--- config.mk ---
export PLATFORM = sky130hd
export DESIGN_NAME = bit_ops_transfer_exec
export DESIGN_NICKNAME = d
export VERILOG_FILES = /design/src/bit_ops_pkg.sv /design/src/exec_if.sv /design/src/bit_ops_transfer_exec.sv /design/src/shift_unit.sv
export SDC_FILE = /design/constraint.sdc
export NUM_CORES = 1
export LEC_CHECK = 0
export ABC_AREA = 1
export ABC_CLOCK_PERIOD_IN_PS = 1700
export BUFFER_PORTS_ARGS = -buffer_cell sky130_fd_sc_hd__buf_2
export CORE_ASPECT_RATIO = 2
export CORE_MARGIN = 3
export CORE_UTILIZATION = 45
export CTS_CLUSTER_DIAMETER = 100
export DETAILED_ROUTE_END_ITERATION = 10
export GPL_TIMING_DRIVEN = 0
export PLACE_DENSITY_LB_ADDON = 0.2
export SYNTH_ARGS = -nofsm -noshare
export SYNTH_HDL_FRONTEND = slang
export SYNTH_HIERARCHICAL = 1
export SYNTH_SLANG_ARGS = --single-unit
--- constraint.sdc ---
create_clock -name clk -period 1.7 [get_ports clk]
set_clock_uncertainty 0.15 [all_clocks]
set_input_delay 0.255 -clock clk [delete_from_list [all_inputs] [get_ports clk]]
set_output_delay 0.255 -clock clk [all_outputs]
set_load 0.01 [all_outputs]
--- src/bit_ops_pkg.sv ---
// Constants, opcodes and status-bit positions for the bit-op and transfer execution unit.
// Assumes an outer core decodes instructions into the operation codes given here.
package bit_ops_pkg;
    typedef enum logic [4:0] {
        OP_NOP = 5'h00,
        OP_PMEM_LOAD = 5'h01,
        OP_EXT_PMEM_LOAD = 5'h02,
        OP_PUSH = 5'h03,
        OP_POP = 5'h04,
        OP_IO_BIT_SET = 5'h05,
        OP_IO_BIT_CLEAR = 5'h06,
        OP_SHL = 5'h07,
        OP_SHR = 5'h08,
        OP_RCL = 5'h09,
        OP_RCR = 5'h0A,
        OP_SAR = 5'h0B,
        OP_BIT_STORE = 5'h0C,
        OP_BIT_LOAD = 5'h0D,
        OP_FLAG_SET = 5'h0E,
        OP_FLAG_CLEAR = 5'h0F,
        OP_SLEEP = 5'h10,
        OP_WATCHDOG = 5'h11,
        OP_BREAK = 5'h12
    } op_type;

    typedef enum logic [1:0] {
        ST_IDLE = 2'h0,
        ST_STEP1 = 2'h1,
        ST_STEP2 = 2'h3
    } state_type;

    // Status register bit positions.
    localparam logic [2:0] FLAG_C = 3'h0;
    localparam logic [2:0] FLAG_Z = 3'h1;
    localparam logic [2:0] FLAG_N = 3'h2;
    localparam logic [2:0] FLAG_V = 3'h3;
    localparam logic [2:0] FLAG_S = 3'h4;
    localparam logic [2:0] FLAG_H = 3'h5;
    localparam logic [2:0] FLAG_T = 3'h6;
    localparam logic [2:0] FLAG_I = 3'h7;

    localparam logic [7:0] STATUS_RESET = 8'h00;
    localparam logic [7:0] PAGE_EXT_RESET = 8'h00;
    localparam logic [15:0] POINTER_RESET = 16'h0000;
    localparam logic [7:0] DATA_RESET = 8'h00;

    // Cycle counts of the multi-cycle operations.
    localparam int PMEM_LOAD_CYCLES = 3;
    localparam int STACK_CYCLES = 2;
    localparam int IO_BIT_CYCLES = 2;
endpackage

--- src/exec_if.sv ---
// Interface carrying the shift unit's operands and result between the modules of this block.
// Assumes both ends run on the same clock.
`timescale 1ns/1ns
interface exec_if;
    bit_ops_pkg::op_type op;
    logic [7:0] operand;
    logic carry_in;
    logic [7:0] result;
    logic carry_out;
    logic zero;
    logic negative;
    logic overflow;
    modport unit (input op, input operand, input carry_in,
                  output result, output carry_out, output zero, output negative, output overflow);
    modport user (output op, output operand, output carry_in,
                  input result, input carry_out, input zero, input negative, input overflow);
endinterface

--- src/bit_ops_transfer_exec.sv ---
// Execution unit for program-memory loads, stack moves, I/O bit ops, shifts, flag ops and control ops.
// Assumes one operation is started per issue pulse and the next waits until busy falls.
`timescale 1ns/1ns
module bit_ops_transfer_exec (
    // Clock and reset
    input wire logic clk,
    input wire logic reset_n,
    // Operation issue
    input wire logic issue,
    input wire bit_ops_pkg::op_type op,
    input wire logic [7:0] operand,
    input wire logic [2:0] bit_index,
    input wire logic post_increment,
    // Pointer and page extension load from the core
    input wire logic pointer_load,
    input wire logic [15:0] pointer_value,
    input wire logic page_extension_load,
    input wire logic [7:0] page_extension_value,
    // Memory read data
    input wire logic [7:0] program_memory_data,
    input wire logic [7:0] stack_data,
    input wire logic [7:0] io_data,
    // Status and results
    output logic busy,
    output logic done,
    output logic [7:0] status_register,
    output logic [15:0] pointer,
    output logic [7:0] page_extension_register,
    output logic [7:0] result,
    output logic result_write,
    // Memory strobes
    output logic [23:0] program_memory_address,
    output logic program_memory_read,
    output logic stack_write,
    output logic stack_read,
    output logic [7:0] stack_write_data,
    output logic io_read,
    output logic io_write,
    output logic [7:0] io_write_data,
    // Control pulses
    output logic sleep_request,
    output logic watchdog_restart,
    output logic debug_break
);
    bit_ops_pkg::state_type state_q, state_d;
    bit_ops_pkg::op_type op_q, op_d;
    logic [2:0] index_q, index_d;
    logic inc_q, inc_d;
    logic [7:0] flag_q, flag_d;
    logic [15:0] ptr_q, ptr_d;
    logic [7:0] page_q, page_d;
    logic [7:0] result_q, result_d;
    logic result_write_q, result_write_d;
    logic busy_q, busy_d;
    logic done_q, done_d;
    logic [23:0] pm_addr_q, pm_addr_d;
    logic pm_read_q, pm_read_d;
    logic stack_write_q, stack_write_d;
    logic stack_read_q, stack_read_d;
    logic [7:0] stack_wdata_q, stack_wdata_d;
    logic io_read_q, io_read_d;
    logic io_write_q, io_write_d;
    logic [7:0] io_wdata_q, io_wdata_d;
    logic sleep_q, sleep_d;
    logic wdt_q, wdt_d;
    logic break_q, break_d;
    logic [23:0] full_address;
    logic [23:0] full_next;

    exec_if shift_bus ();

    shift_unit shifter (
        .bus(shift_bus)
    );

    assign shift_bus.op = op;
    assign shift_bus.operand = operand;
    assign shift_bus.carry_in = flag_q[bit_ops_pkg::FLAG_C];
    assign full_address = {page_q, ptr_q};
    assign full_next = full_address + 24'h000001;

    always_comb begin
        state_d = state_q;
        op_d = op_q;
        index_d = index_q;
        inc_d = inc_q;
        flag_d = flag_q;
        ptr_d = ptr_q;
        page_d = page_q;
        result_d = result_q;
        result_write_d = 1'b0;
        busy_d = busy_q;
        done_d = 1'b0;
        pm_addr_d = pm_addr_q;
        pm_read_d = 1'b0;
        stack_write_d = 1'b0;
        stack_read_d = 1'b0;
        stack_wdata_d = stack_wdata_q;
        io_read_d = 1'b0;
        io_write_d = 1'b0;
        io_wdata_d = io_wdata_q;
        sleep_d = 1'b0;
        wdt_d = 1'b0;
        break_d = 1'b0;
        if (pointer_load) begin
            ptr_d = pointer_value;
        end
        if (page_extension_load) begin
            page_d = page_extension_value;
        end
        unique case (state_q)
            bit_ops_pkg::ST_IDLE: begin
                if (issue) begin
                    op_d = op;
                    index_d = bit_index;
                    inc_d = post_increment;
                    unique case (op)
                        bit_ops_pkg::OP_PMEM_LOAD: begin
                            pm_addr_d = {8'h00, ptr_q};
                            pm_read_d = 1'b1;
                            busy_d = 1'b1;
                            state_d = bit_ops_pkg::ST_STEP1;
                        end
                        bit_ops_pkg::OP_EXT_PMEM_LOAD: begin
                            pm_addr_d = full_address;
                            pm_read_d = 1'b1;
                            busy_d = 1'b1;
                            state_d = bit_ops_pkg::ST_STEP1;
                        end
                        bit_ops_pkg::OP_PUSH: begin
                            stack_wdata_d = operand;
                            stack_write_d = 1'b1;
                            busy_d = 1'b1;
                            state_d = bit_ops_pkg::ST_STEP2;
                        end
                        bit_ops_pkg::OP_POP: begin
                            stack_read_d = 1'b1;
                            busy_d = 1'b1;
                            state_d = bit_ops_pkg::ST_STEP2;
                        end
                        bit_ops_pkg::OP_IO_BIT_SET, bit_ops_pkg::OP_IO_BIT_CLEAR: begin
                            io_read_d = 1'b1;
                            busy_d = 1'b1;
                            state_d = bit_ops_pkg::ST_STEP2;
                        end
                        bit_ops_pkg::OP_SHL, bit_ops_pkg::OP_SHR, bit_ops_pkg::OP_RCL,
                        bit_ops_pkg::OP_RCR, bit_ops_pkg::OP_SAR: begin
                            result_d = shift_bus.result;
                            result_write_d = 1'b1;
                            flag_d[bit_ops_pkg::FLAG_C] = shift_bus.carry_out;
                            flag_d[bit_ops_pkg::FLAG_Z] = shift_bus.zero;
                            flag_d[bit_ops_pkg::FLAG_N] = shift_bus.negative;
                            flag_d[bit_ops_pkg::FLAG_V] = shift_bus.overflow;
                            done_d = 1'b1;
                        end
                        bit_ops_pkg::OP_BIT_STORE: begin
                            flag_d[bit_ops_pkg::FLAG_T] = operand[bit_index];
                            done_d = 1'b1;
                        end
                        bit_ops_pkg::OP_BIT_LOAD: begin
                            result_d = operand;
                            result_d[bit_index] = flag_q[bit_ops_pkg::FLAG_T];
                            result_write_d = 1'b1;
                            done_d = 1'b1;
                        end
                        bit_ops_pkg::OP_FLAG_SET: begin
                            // Named set ops (carry, zero, I and the rest) decode to an index here.
                            flag_d[bit_index] = 1'b1;
                            done_d = 1'b1;
                        end
                        bit_ops_pkg::OP_FLAG_CLEAR: begin
                            flag_d[bit_index] = 1'b0;
                            done_d = 1'b1;
                        end
                        bit_ops_pkg::OP_SLEEP: begin
                            sleep_d = 1'b1;
                            done_d = 1'b1;
                        end
                        bit_ops_pkg::OP_WATCHDOG: begin
                            wdt_d = 1'b1;
                            done_d = 1'b1;
                        end
                        bit_ops_pkg::OP_BREAK: begin
                            // Only the debug facility acts on this; no completion is reported.
                            break_d = 1'b1;
                        end
                        default: begin
                            done_d = 1'b1;
                        end
                    endcase
                end
            end
            bit_ops_pkg::ST_STEP1: begin
                state_d = bit_ops_pkg::ST_STEP2;
            end
            bit_ops_pkg::ST_STEP2: begin
                state_d = bit_ops_pkg::ST_IDLE;
                busy_d = 1'b0;
                done_d = 1'b1;
                unique case (op_q)
                    bit_ops_pkg::OP_PMEM_LOAD: begin
                        result_d = program_memory_data;
                        result_write_d = 1'b1;
                        if (inc_q) begin
                            ptr_d = ptr_q + 16'h0001;
                        end
                    end
                    bit_ops_pkg::OP_EXT_PMEM_LOAD: begin
                        result_d = program_memory_data;
                        result_write_d = 1'b1;
                        if (inc_q) begin
                            page_d = full_next[23:16];
                            ptr_d = full_next[15:0];
                        end
                    end
                    bit_ops_pkg::OP_POP: begin
                        result_d = stack_data;
                        result_write_d = 1'b1;
                    end
                    bit_ops_pkg::OP_IO_BIT_SET: begin
                        io_wdata_d = io_data;
                        io_wdata_d[index_q] = 1'b1;
                        io_write_d = 1'b1;
                    end
                    bit_ops_pkg::OP_IO_BIT_CLEAR: begin
                        io_wdata_d = io_data;
                        io_wdata_d[index_q] = 1'b0;
                        io_write_d = 1'b1;
                    end
                    default: begin
                        result_d = result_q;
                    end
                endcase
            end
            default: begin
                state_d = bit_ops_pkg::ST_IDLE;
                busy_d = 1'b0;
            end
        endcase
    end

    always_ff @(posedge clk) begin
        if (!reset_n) begin
            state_q <= bit_ops_pkg::ST_IDLE;
            op_q <= bit_ops_pkg::OP_NOP;
            index_q <= 3'h0;
            inc_q <= 1'b0;
            flag_q <= bit_ops_pkg::STATUS_RESET;
            ptr_q <= bit_ops_pkg::POINTER_RESET;
            page_q <= bit_ops_pkg::PAGE_EXT_RESET;
            result_q <= bit_ops_pkg::DATA_RESET;
            result_write_q <= 1'b0;
            busy_q <= 1'b0;
            done_q <= 1'b0;
            pm_addr_q <= 24'h000000;
            pm_read_q <= 1'b0;
            stack_write_q <= 1'b0;
            stack_read_q <= 1'b0;
            stack_wdata_q <= bit_ops_pkg::DATA_RESET;
            io_read_q <= 1'b0;
            io_write_q <= 1'b0;
            io_wdata_q <= bit_ops_pkg::DATA_RESET;
            sleep_q <= 1'b0;
            wdt_q <= 1'b0;
            break_q <= 1'b0;
        end else begin
            state_q <= state_d;
            op_q <= op_d;
            index_q <= index_d;
            inc_q <= inc_d;
            flag_q <= flag_d;
            ptr_q <= ptr_d;
            page_q <= page_d;
            result_q <= result_d;
            result_write_q <= result_write_d;
            busy_q <= busy_d;
            done_q <= done_d;
            pm_addr_q <= pm_addr_d;
            pm_read_q <= pm_read_d;
            stack_write_q <= stack_write_d;
            stack_read_q <= stack_read_d;
            stack_wdata_q <= stack_wdata_d;
            io_read_q <= io_read_d;
            io_write_q <= io_write_d;
            io_wdata_q <= io_wdata_d;
            sleep_q <= sleep_d;
            wdt_q <= wdt_d;
            break_q <= break_d;
        end
    end

    assign busy = busy_q;
    assign done = done_q;
    assign status_register = flag_q;
    assign pointer = ptr_q;
    assign page_extension_register = page_q;
    assign result = result_q;
    assign result_write = result_write_q;
    assign program_memory_address = pm_addr_q;
    assign program_memory_read = pm_read_q;
    assign stack_write = stack_write_q;
    assign stack_read = stack_read_q;
    assign stack_write_data = stack_wdata_q;
    assign io_read = io_read_q;
    assign io_write = io_write_q;
    assign io_write_data = io_wdata_q;
    assign sleep_request = sleep_q;
    assign watchdog_restart = wdt_q;
    assign debug_break = break_q;
endmodule

--- src/shift_unit.sv ---
// Combinational shift and rotate unit with flag generation.
// Assumes the caller latches the results on its own clock.
`timescale 1ns/1ns
module shift_unit (
    exec_if.unit bus
);
    always_comb begin
        bus.result = bus.operand;
        bus.carry_out = bus.carry_in;
        unique case (bus.op)
            bit_ops_pkg::OP_SHL: begin
                bus.result = {bus.operand[6:0], 1'b0};
                bus.carry_out = bus.operand[7];
            end
            bit_ops_pkg::OP_SHR: begin
                bus.result = {1'b0, bus.operand[7:1]};
                bus.carry_out = bus.operand[0];
            end
            bit_ops_pkg::OP_RCL: begin
                bus.result = {bus.operand[6:0], bus.carry_in};
                bus.carry_out = bus.operand[7];
            end
            bit_ops_pkg::OP_RCR: begin
                bus.result = {bus.carry_in, bus.operand[7:1]};
                bus.carry_out = bus.operand[0];
            end
            bit_ops_pkg::OP_SAR: begin
                bus.result = {bus.operand[7], bus.operand[7:1]};
                bus.carry_out = bus.operand[0];
            end
            default: begin
                bus.result = bus.operand;
                bus.carry_out = bus.carry_in;
            end
        endcase
        bus.negative = bus.result[7];
        bus.zero = (bus.result == 8'h00);
        bus.overflow = bus.result[7] ^ bus.carry_out;
    end
endmodule

# Word-level counts from Yosys, hierarchy flattened

Index checks and enable logic that the tools add are counted.

Add/subtract/negate cells: 2
Multipliers: 0
Div/mod/pow operators: 0
Order comparisons: 4
Equal/unequal tests: 30
Shifts and indexed selects: 0
Muxes and demuxes: 49
Bitwise logic cells: 8
Reductions and logical operators: 34

Operator list:

| operator                | number |
|---|---|
| $mux W16                | 4 |
| $pmux W8 S2             | 4 |
| $pmux W24 S2            | 1 |
| $eq A5 B4 Y1 const B    | 8 |
| $mux W8                 | 5 |
| $pmux W8 S5             | 1 |
| $eq A5 B3 Y1 const B    | 7 |
| $pmux W16 S2            | 1 |
| $add A24 B1 Y24 const B | 1 |
| $reduce_and A3 Y1       | 7 |
| $mux W1                 | 18 |
| $add A16 B1 Y16 const B | 1 |
| $and A8 B8 Y8           | 2 |
| $not A8 Y8              | 2 |
| $or A8 B8 Y8            | 2 |
| $eq A5 B2 Y1 const B    | 3 |
| $eq A5 B5 Y1 const B    | 3 |
| $pmux W2 S2             | 3 |
| $pmux W4 S3             | 1 |
| $reduce_or A6 Y1        | 2 |
| $eq A5 B1 Y1 const B    | 2 |
| $pmux W1 S2             | 5 |
| $reduce_or A2 Y1        | 5 |
| $bwmux W8               | 1 |
| other kinds (25)        | 38 |

Register bits after elaboration: 102
Latch bits: 0
Bits in writable memories: 0
ROM bits: 0
Input bits: 70
Output and inout bits: 91
Word-level logic and storage cells: 151
Memories: 0

# Depth between registers and ports, before layout

Gate-level depths: netlist (run 1).

Word-level depth: 8
Mapped depth: 17
Depth with buffers taken out: 16

# Modules after synthesis

Netlist (run 1), hierarchy kept.

By module, submodules not included:

| module                | instances | cells each | area each (um^2) | sequential area each (um^2) |
|---|---|---|---|---|
| bit_ops_transfer_exec | 1         | 899        | 5695.5           | 2042.0 |
| shift_unit            | 1         | 87         | 416.6            | 0.0 |

# Worst setup path after synthesis (run 1)

Ideal clock, no wire load.

Path kind: register -> register
Start: register state_q[1]
End: register stack_wdata_q[0], in the netlist stack_write_data[0]
Setup time: 0.132 ns
Arrival: 1.456 ns
Data required time: 1.418 ns
Setup slack: -0.038 ns
Cell stages (with the launch flop): 9
Buffers on the path: 1
Period minus slack after synthesis: 1.738 ns
Cells stage by stage: dfxtp_1 -> inv_1 -> ha_1 -> nand2_1 -> buf_2 -> nor3_4 -> nand2_2 -> nand2_1 -> a21oi_1

Cells in the longest elaborated chain, start to end: 2

RTL lines:

| element                            | RTL line                     | source |
|---|---|---|
| start: declaration                 | bit_ops_transfer_exec.sv:45  | `bit_ops_pkg::state_type state_q, state_d;` |
| start signal: assignment           | bit_ops_transfer_exec.sv:244 | `state_q <= bit_ops_pkg::ST_IDLE;` |
| start signal: assignment           | bit_ops_transfer_exec.sv:267 | `state_q <= state_d;` |
| $logic_not A2 Y1                   | bit_ops_transfer_exec.sv:111 | `unique case (state_q)` |
| $reduce_and A3 Y1 (no source line) | -                            |  |
| end signal: assignment             | bit_ops_transfer_exec.sv:259 | `stack_wdata_q <= bit_ops_pkg::DATA_RESET;` |
| end signal: assignment             | bit_ops_transfer_exec.sv:282 | `stack_wdata_q <= stack_wdata_d;` |
| end: declaration                   | bit_ops_transfer_exec.sv:60  | `logic [7:0] stack_wdata_q, stack_wdata_d;` |

No other way between the ends.
A chain may end at the register's enable or synchronous reset.

# Worst setup path after layout (run 1)

Start: register state_q[0]
End: register stack_wdata_q[7], in the netlist stack_write_data[7]

The elaborated chain is that of the path after synthesis.

==> run metrics, run 1 <==
fraction of final layout cells sized beyond drive strength 1 just over 30%; transition time at the pin with the least slew margin ~890 ps; number of hold buffers added after CTS 0; highest-utilization routing layer at the global route stage met2; I/O pin count 161; mean cell area of the mapped netlist 6.20 um2; via count of the first global-routing pass just under 7000; Net Switching 0.00275 W; commonest non-fill, non-tap cell in the layout sky130_fd_sc_hd__nand2_1; share of the clock period used by the worst path 100%; standard cell core area 0.0131 mm2; Cell Count, Final, Fillers Out 1338; gpl congestion 0.966; global-route wire length before repair approximately 33000 um; initial antenna violation count 3; total via count after detailed routing 7201; RSZ-0062 raised after global routing true; area overhead of the layout relative to synthesis 31.6%; DR DRC count 0; clock latency on the worst-skew pair 350 ps; die boundary height around 170 um; Bufs on Longest Clock Path 2; Max Transition Viols Final 0; CTS H-tree depth 3; sinks on the clock net 102; number of setup violations in the final report 2; Synthesis Warnings 6; Relative slew margins 40.5%; maximum capacitance violations 0; crit start category register; type of the worst setup path reg2reg; maximum vdd ir drop roughly 0.55 mV; met1 Resource Use GR a little over a quarter; floorplan die area around 0.015 mm2; top post-synthesis cells by area sky130_fd_sc_hd__dfxtp_1 (33%), sky130_fd_sc_hd__nand2_1 (18%), sky130_fd_sc_hd__nor2_1 (8.1%); grt total ovfl 0; initial standard-cell utilization of the core a little under half; Post-Route Utilization 61.2%; buffers added on ports 158; CTS tree yes; largest area contributor in the synthesized netlist sky130_fd_sc_hd__dfxtp_1; sum of negative setup slack -4.18 ps; syn_nets 1060; largest net degree at the start of global routing 19; required time worst endpoint about 1800 ps; sequential power share 37.8%; Rows 59; number of iterations in the first detailed-routing pass 6; met3 demand-to-capacity share in global routing 4.53%; Starting DRT DRC Count 366; Clk Tree Root Cell sky130_fd_sc_hd__clkbuf_16; clock buffers created by TritonCTS 9; combinational share of power 32.9%; net switching share of the total power roughly 36%; All-Layer GR Usage between 20 and 30%; WL/cell between 15 and 20 um; number of cells produced by synthesis 986; sequential-to-total area share from yosys stat about 33%; number of vias per cell after detailed routing between 5 and 6; portion of synthesized cell area occupied by the leading cell type about a third; Inst Count DP 1296; failing checks setup timing; distinct cell type count after synthesis 41; share of total power in the clock network between 20% and 30%; most frequent cells in the layout sky130_fd_sc_hd__nand2_1 (277), sky130_fd_sc_hd__buf_2 (164), sky130_fd_sc_hd__nor2_1 (111), sky130_fd_sc_hd__dfxtp_1 (84), sky130_fd_sc_hd__inv_1 (83); mapped cell area 0.00611 mm2; horizontal extent of the die ~90 um; class of the tightest hold or removal check in2reg; Routed Wire Length roughly 21000 um; remaining antenna violation count after routing 0; final worst setup slack -3.82 ps; global-route track usage on met2 55.2%; CP arrival between 1500 and 2000 ps; clock-pin slew of the registers on the worst-case setup and hold paths 70 ps; final hold violation count 0; Max FO, Critical Path 8; count of filler cells inserted in the layout 1319; clock period minus worst slack about 1700 ps; smallest hold slack approximately 15 ps; Fmax 587 MHz; DPL Wire Length 16600 um; Pint 0.00483 W; Critical Path End Type register; cell area power density 943 mW/mm2; static power due to leakage about 3.9 nW; outcome finished, violations left; total of flip-flops plus latches after synthesis 102; net total in the final layout 1254
logic make-up (layout without fill, tap and decap cells):
family | after synthesis | count (layout) | synth area share, %
compound gates | 182 | 182 | 16.1
xor+xnor | 7 | 7 | 1.00
fa+ha+maj | 4 | 4 | 0.819
buf+inv | 146 | 345 | 10.2
flops | 102 | 102 | 33.4
other cells | 0 | 1 | 0
simple gates | 545 | 545 | 38.5
final cells by class:
class	count	area [um2]	share of cell area, %
tap	152	190	2.36
inverter	108	419	5.21
multi-input combinational	738	3770	46.9
clock inverter	6	75.1	0.933
clock buffer	10	239	2.97
timing repair buffer	184	1020	12.6
antenna	1	2.50	0.0311
sequential	102	2070	25.8
buffer	37	259	3.22
final timing paths:
check | from | end | slack, ps | cells past startpoint
worst max register to register | state_q[0] | stack_write_data[7] | -4 | 8
worst min-delay path | post_increment | inc_q | 20 | 3
worst min register to register | program_memory_address[17] | program_memory_address[17] | 310 | 2
worst max-delay path | state_q[0] | stack_write_data[7] | -4 | 8
cells in the mapped netlist, drive strengths merged:
master	n
xnor2	1
nand2	304
clkbuf	17
and2	1
dfxtp	102
nor3	14
nor4	2
o211ai	9
nand3	56
inv	104
a21oi	86
or2	7
nand4	22
a211oi	1
nor2	139
clkinv	4
ha	4
xor2	6
buf	21
o21ai	84
a31oi	2
power by group through the flow:
stage	clock network, W	logic, W	registers (W)
6_report	0.00222	0.00250	0.00287
5_1_grt	0.00235	0.00280	0.00290
4_1_cts	0.00225	0.00222	0.00285
3_5_place_dp	0	0.00208	0.00289
3_3_place_gp	0	0.00206	0.00288
2_1_floorplan	0	0.00134	0.00293
flip-flops by register name, summed over array words and instances, names as in the netlist, 5 cells and up, named ones only:
register	flops
io_write_data	8
op_q	5
page_extension_register	8
pointer	16
program_memory_address	24
result	8
stack_write_data	8
status_register	5
per-layer routing:
layer,part of all wire (%),up-vias
li1,-,3574
met1,33,3303
met2,56,251
met3,5.5,69
met4,5.1,4
met5,0.15,-
stage by stage:
stage	setup WS [ps]	instance area [um2]	power, W
2_1_floorplan	0.793	6120	0.00427
3_3_place_gp	-556	7100	0.00494
3_5_place_dp	-520	7100	0.00497
4_1_cts	0.642	7600	0.00732
5_1_grt	-67.3	8040	0.00805
6_report	-3.82	8040	0.00759
critical path, cell delays in order, from the launching register on:
cell	delay, ps
sky130_fd_sc_hd__dfxtp_2	340
sky130_fd_sc_hd__inv_2	70
sky130_fd_sc_hd__ha_4	170
sky130_fd_sc_hd__nand2_4	70
sky130_fd_sc_hd__buf_8	140
sky130_fd_sc_hd__nor3_4	310
sky130_fd_sc_hd__buf_6	170
sky130_fd_sc_hd__nand3_1	70
sky130_fd_sc_hd__a21oi_1	140
repair_timing:
| item | CTS | global route |
|---|---|---|
| buffers inserted | 4 | 21 |
| pin swaps | 3 | 22 |
| cloned | 0 | 1 |
| gates resized for setup | 52 | 90 |
| setup endpoints to repair | 80 | 61 |
Power figures use the tool's default switching activity.
==> run 2: changes to the inputs <==
Settings changed: SKIP_LAST_GASP from default to 1, TNS_END_PERCENT from default to 1.
==> run 2 against run 1 <==
The run still ends with setup timing left. Die area unchanged. Routed wire length down 0.53%. Core utilization down 0.89 points. Maximum frequency down 0.67%. Register-to-register slack about the same. Critical path depth down 1. Combinational power down 5%. Sequential cell count unchanged. Sequential power about the same. Worst hold slack worse by 0.68 ps.
==> run metrics, run 2 (synthesis gave the netlist of run 1 again) <==
outcome finished, violations left; failing checks setup timing; required time worst endpoint 1840 ps (about the same); DPL Wire Length 16600 um (unchanged); Fmax 583 MHz (-0.67%); highest-utilization routing layer at the global route stage met2; met3 demand-to-capacity share in global routing 4.53% (unchanged); gpl congestion 0.966 (unchanged); Rows 59 (unchanged); Max Transition Viols Final 0 (unchanged); clock latency on the worst-skew pair 350 ps (about the same); Inst Count DP 1296 (unchanged); via count of the first global-routing pass 6856 (+0.23%); global-route wire length before repair 32900 um (-0.31%); initial antenna violation count 3 (unchanged); Relative slew margins 41.3% (+0.71 points); net total in the final layout 1248 (-0.48%); final hold violation count 0 (unchanged); cell area power density 941 mW/mm2 (-0.26%); total via count after detailed routing 7107 (-1.3%); number of iterations in the first detailed-routing pass 5 (-1); number of hold buffers added after CTS 0 (unchanged); worst-path cell chain buf_12, nand3_2, nor2_4, nand4_2, nor3_1, nor2_2, nor2_1; floorplan die area 0.0151 mm2 (unchanged); Clk Tree Root Cell sky130_fd_sc_hd__clkbuf_16; static power due to leakage 3.82 nW (-0.84%); Bufs on Longest Clock Path 2 (unchanged); WL/cell 16.0 um (about the same); crit start category register; horizontal extent of the die 88.4 um (unchanged); final worst setup slack -15.4 ps (-11.5 ps); area post-placement 0.00710 mm2 (unchanged); buffers added on ports 158 (unchanged); clock buffers created by TritonCTS 9 (unchanged); initial standard-cell utilization of the core 46.5% (unchanged); critical-path cell with the highest stage delay sky130_fd_sc_hd__dfxtp_4; maximum capacitance violations 0 (unchanged); clock-pin slew of the registers on the worst-case setup and hold paths 80 ps (about the same); RSZ-0062 raised after global routing true; area overhead of the layout relative to synthesis 29.7%; sinks on the clock net 102 (unchanged); count of filler cells inserted in the layout 1340 (+1.6%); Max FO, Critical Path 6 (-2); I/O pin count 161 (unchanged); DR DRC count 0 (unchanged); met1 Resource Use GR 26.3% (-0.39 points); global-route track usage on met2 54.7% (-0.52 points); remaining antenna violation count after routing 0 (unchanged); Starting DRT DRC Count 349 (-4.6%); clock period minus worst slack 1720 ps (+11.5 ps); share of the clock period used by the worst path 101% (+0.68 points); Largest register FFs 24 (unchanged); CTS H-tree depth 3 (unchanged); Critical Path End Type register; commonest non-fill, non-tap cell in the layout sky130_fd_sc_hd__nand2_1; Cell Count, Final, Fillers Out 1332 (-0.45%); most frequent cells in the layout sky130_fd_sc_hd__nand2_1 (284), sky130_fd_sc_hd__buf_2 (163), sky130_fd_sc_hd__nor2_1 (115), sky130_fd_sc_hd__dfxtp_1 (88), sky130_fd_sc_hd__inv_1 (85); number of vias per cell after detailed routing 5.34 (-0.86%); class of the tightest hold or removal check in2reg; CP arrival 1850 ps (+20 ps); All-Layer GR Usage 28.1% (-0.078 points); number of setup violations in the final report 3 (+1); fraction of final layout cells sized beyond drive strength 1 28.4% (-2.1 points); maximum vdd ir drop 0.519 mV (-5.4%); standard cell core area 0.0131 mm2 (unchanged); largest net degree at the start of global routing 19 (unchanged); worst stage delay on the critical path 390 ps (+50 ps); die boundary height 171 um (unchanged); cell area after layout 0.00793 mm2 (-1.4%); type of the worst setup path reg2reg; Routed Wire Length 21300 um (-0.53%); transition time at the pin with the least slew margin 881 ps (-10.7 ps); grt total ovfl 0 (unchanged); pre-CTS setup slack -520 ps (unchanged); CTS tree yes
run 2: path summary, 6_finish.rpt:
path                       start                         end  slack (ps)  depth (start not counted)
max                   pointer[0]  page_extension_register[3]         -20                          7
min               post_increment                       inc_q          10                          3
max reg2reg           pointer[0]  page_extension_register[3]         -20                          7
min reg2reg  stack_write_data[5]         stack_write_data[5]         310                          2
run 2: layer usage:
layer / up-vias / wire length, um / share of wire [%]
met5: - / 32 / 0.15
met4: 4 / 1110 / 5.2
met3: 71 / 1020 / 4.8
met2: 237 / 12000 / 56
met1: 3246 / 7170 / 34
li1: 3549 / - / -
run 2: worst max-delay path: cells and delay by family (launching register included):
kind | cells | cell delay (ps)
buffers and inverters | 1 | 120
flip-flops | 1 | 390
AND/OR/NAND/NOR | 6 | 990
run 2: cell type report:
class	instances	area (um2)	share of cell area, %
inverter	108	414	5.22
buffer	37	248	3.13
sequential	102	2070	26.1
timing repair buffer	178	976	12.3
antenna	1	2.50	0.0316
multi-input combinational	738	3720	46.9
clock inverter	6	75.1	0.947
tap	152	190	2.40
clock buffer	10	239	3.01
run 2: power breakdown:
group | total [W] | internal (W) | switching, W
Combinational | 0.00237 | 0.000890 | 0.00148
Sequential | 0.00287 | 0.00265 | 0.000217
Clock | 0.00222 | 0.00121 | 0.00101
run 2: per-stage QoR:
step	total power, W	utilization, %	TNS (ps)	hold slack, ps
after floorplan	0.00427	-	0	243
after global placement	0.00494	54.0	-15890	297
after detailed placement	0.00497	54.0	-17050	299
after CTS	0.00727	57.5	-417	16.5
after global routing	0.00790	60.3	-1190	29.7
final	0.00746	60.3	-31.6	14.6
run 2: repair_timing:
item                       CTS  global route
pin swaps                    3            15
setup endpoints to repair   80            73
resized for setup           38            72
buffers inserted             4            16
==> run 3: changes to the inputs <==
Settings changed: CELL_PAD_IN_SITES_DETAIL_PLACEMENT from default to 1, CELL_PAD_IN_SITES_GLOBAL_PLACEMENT from default to 1, CORE_UTILIZATION 45 to 33.
==> run 3 against run 2 <==
The run still ends with setup timing left. Maximum frequency up 0.83%. Global-route usage shrank 3.1 points. Worst hold slack better by 31 ps. Critical path depth rose by 2. Sequential cell count is the same. Routed wire length grew 20%. Count of clock-buffer cells in the layout up 4. Sequential share of layout area decreased by 0.52 points. Cell area up 2.3%. Core utilization down 15 points. Critical endpoint is now page_extension_register[4]. Highest routed layer is now met4.
==> run metrics, run 3 (synthesis gave the netlist of run 1 again) <==
largest net degree at the start of global routing 16 (-3); clock latency on the worst-skew pair 350 ps (about the same); class of the tightest hold or removal check in2reg; grt total ovfl 0 (unchanged); Max Transition Viols Final 0 (unchanged); via count of the first global-routing pass 7435 (+8.4%); share of the clock period used by the worst path 100% (-0.83 points); number of hold buffers added after CTS 0 (unchanged); required time worst endpoint 1800 ps (-40 ps); clock buffers created by TritonCTS 9 (unchanged); remaining antenna violation count after routing 0 (unchanged); Routed Wire Length 25600 um (+20%); Largest register FFs 24 (unchanged); pre-CTS setup slack -660 ps (-140 ps); Rows 69 (+17%); gpl congestion 0.953 (-1.3%); transition time at the pin with the least slew margin 915 ps (+33.9 ps); cell area power density 948 mW/mm2 (+0.75%); outcome finished, violations left; DPL Wire Length 20100 um (+21%); WL/cell 18.3 um (+15%); most frequent cells in the layout sky130_fd_sc_hd__nand2_1 (283), sky130_fd_sc_hd__buf_2 (161), sky130_fd_sc_hd__nor2_1 (115), sky130_fd_sc_hd__inv_1 (85), sky130_fd_sc_hd__dfxtp_1 (84); sinks on the clock net 102 (unchanged); number of iterations in the first detailed-routing pass 4 (-1); All-Layer GR Usage 25.0% (-3.1 points); number of setup violations in the final report 1 (-2); Fmax 588 MHz (+0.83%); number of vias per cell after detailed routing 5.15 (-3.5%); Bufs on Longest Clock Path 2 (unchanged); initial antenna violation count 1 (-2); static power due to leakage 3.83 nW (+0.20%); maximum capacitance violations 0 (unchanged); horizontal extent of the die 102 um (+16%); total via count after detailed routing 7174 (+0.94%); type of the worst setup path reg2reg; CP arrival 1800 ps (-50 ps); final hold violation count 0 (unchanged); CTS tree yes; clock period minus worst slack 1700 ps (-14.2 ps); area overhead of the layout relative to synthesis 32.7%; floorplan die area 0.0203 mm2 (+34%); failing checks setup timing; Relative slew margins 39.0% (-2.3 points); CTS H-tree depth 3 (unchanged); Starting DRT DRC Count 177 (-49%); I/O pin count 161 (unchanged); smallest hold slack 45.6 ps (+31.0 ps); Overall Power 0.00769 W (+3.0%); Max FO, Critical Path 5 (-1); maximum vdd ir drop 0.466 mV (-10%); fraction of final layout cells sized beyond drive strength 1 29.4% (+1.0 points); buffers added on ports 158 (unchanged); DR DRC count 0 (unchanged); clock-pin slew of the registers on the worst-case setup and hold paths 70 ps (about the same); final worst setup slack -1.16 ps (+14.2 ps); crit start category register; global-route wire length before repair 38500 um (+17%); Critical Path End Type register; commonest non-fill, non-tap cell in the layout sky130_fd_sc_hd__nand2_1; Clk Tree Root Cell sky130_fd_sc_hd__clkbuf_16; standard cell core area 0.0180 mm2 (+37%); RSZ-0062 raised after global routing true; net total in the final layout 1248 (unchanged); die boundary height 198 um (+16%); initial standard-cell utilization of the core 34.0% (-12 points)
-- run 3: report_power, final --
| part | switching, W | internal [W] | total [W] |
|---|---|---|---|
| Clock | 0.000954 | 0.00131 | 0.00226 |
| Sequential | 0.000246 | 0.00266 | 0.00290 |
| Combinational | 0.00157 | 0.000948 | 0.00252 |
| Total | 0.00277 | 0.00491 | 0.00769 |
-- run 3: final timing paths --
check / to / slack, ps / cells after the start / start
setup reg to reg: page_extension_register[4] / -1 / 9 / page_extension_register[0]
setup / recovery: page_extension_register[4] / -1 / 9 / page_extension_register[0]
hold reg to reg: stack_write_data[5] / 310 / 2 / stack_write_data[5]
hold / removal: stack_write_data[0] / 50 / 3 / operand[0]
-- run 3: per-layer routing --
| metal | part of all wire (%) | global-route usage, % | vias up |
|---|---|---|---|
| li1 | - | - | 3528 |
| met4 | 5.9 | 15.0 | 0 |
| met1 | 32 | 22.6 | 3391 |
| met2 | 59 | 50.2 | 184 |
| met5 | 0 | 0 | - |
| met3 | 3.1 | 2.88 | 71 |
-- run 3: repair_timing --
action / CTS / global route
setup endpoints to repair: 89 / 76
pin swaps: 5 / 18
gates resized for setup: 57 / 75
setup buffers: 9 / 11
-- run 3: stage by stage --
stage	util [%]	instance area, um2	setup TNS, ps	cells
6_report	45.2	8110	-1.16	1393
5_1_grt	45.2	8110	-1880	1393
4_1_cts	43.2	7760	-937	1382
3_5_place_dp	40.0	7180	-25250	1357
3_3_place_gp	40.0	7180	-22820	1357
2_1_floorplan	-	6120	0	986
-- run 3: layout make-up --
cell class                 count  area (um2)
clock inverter                 2        37.5
clock buffer                  14         284
sequential                   102        2070
inverter                     108         420
buffer                        37         258
tap                          213         267
multi-input combinational    738        3770
antenna                        1        2.50
fill                        2442        9850
timing repair buffer         178         995
-- run 3: critical path, cell delays in order, from the launching register on --
cell	delay [ps]
sky130_fd_sc_hd__dfxtp_1	420
sky130_fd_sc_hd__nand2_1	110
sky130_fd_sc_hd__nor2_2	240
sky130_fd_sc_hd__nand2_1	150
sky130_fd_sc_hd__nor2_1	120
sky130_fd_sc_hd__nand2_1	140
sky130_fd_sc_hd__nand2_1	90
sky130_fd_sc_hd__nand3_1	90
sky130_fd_sc_hd__nand2_1	70
sky130_fd_sc_hd__inv_1	40
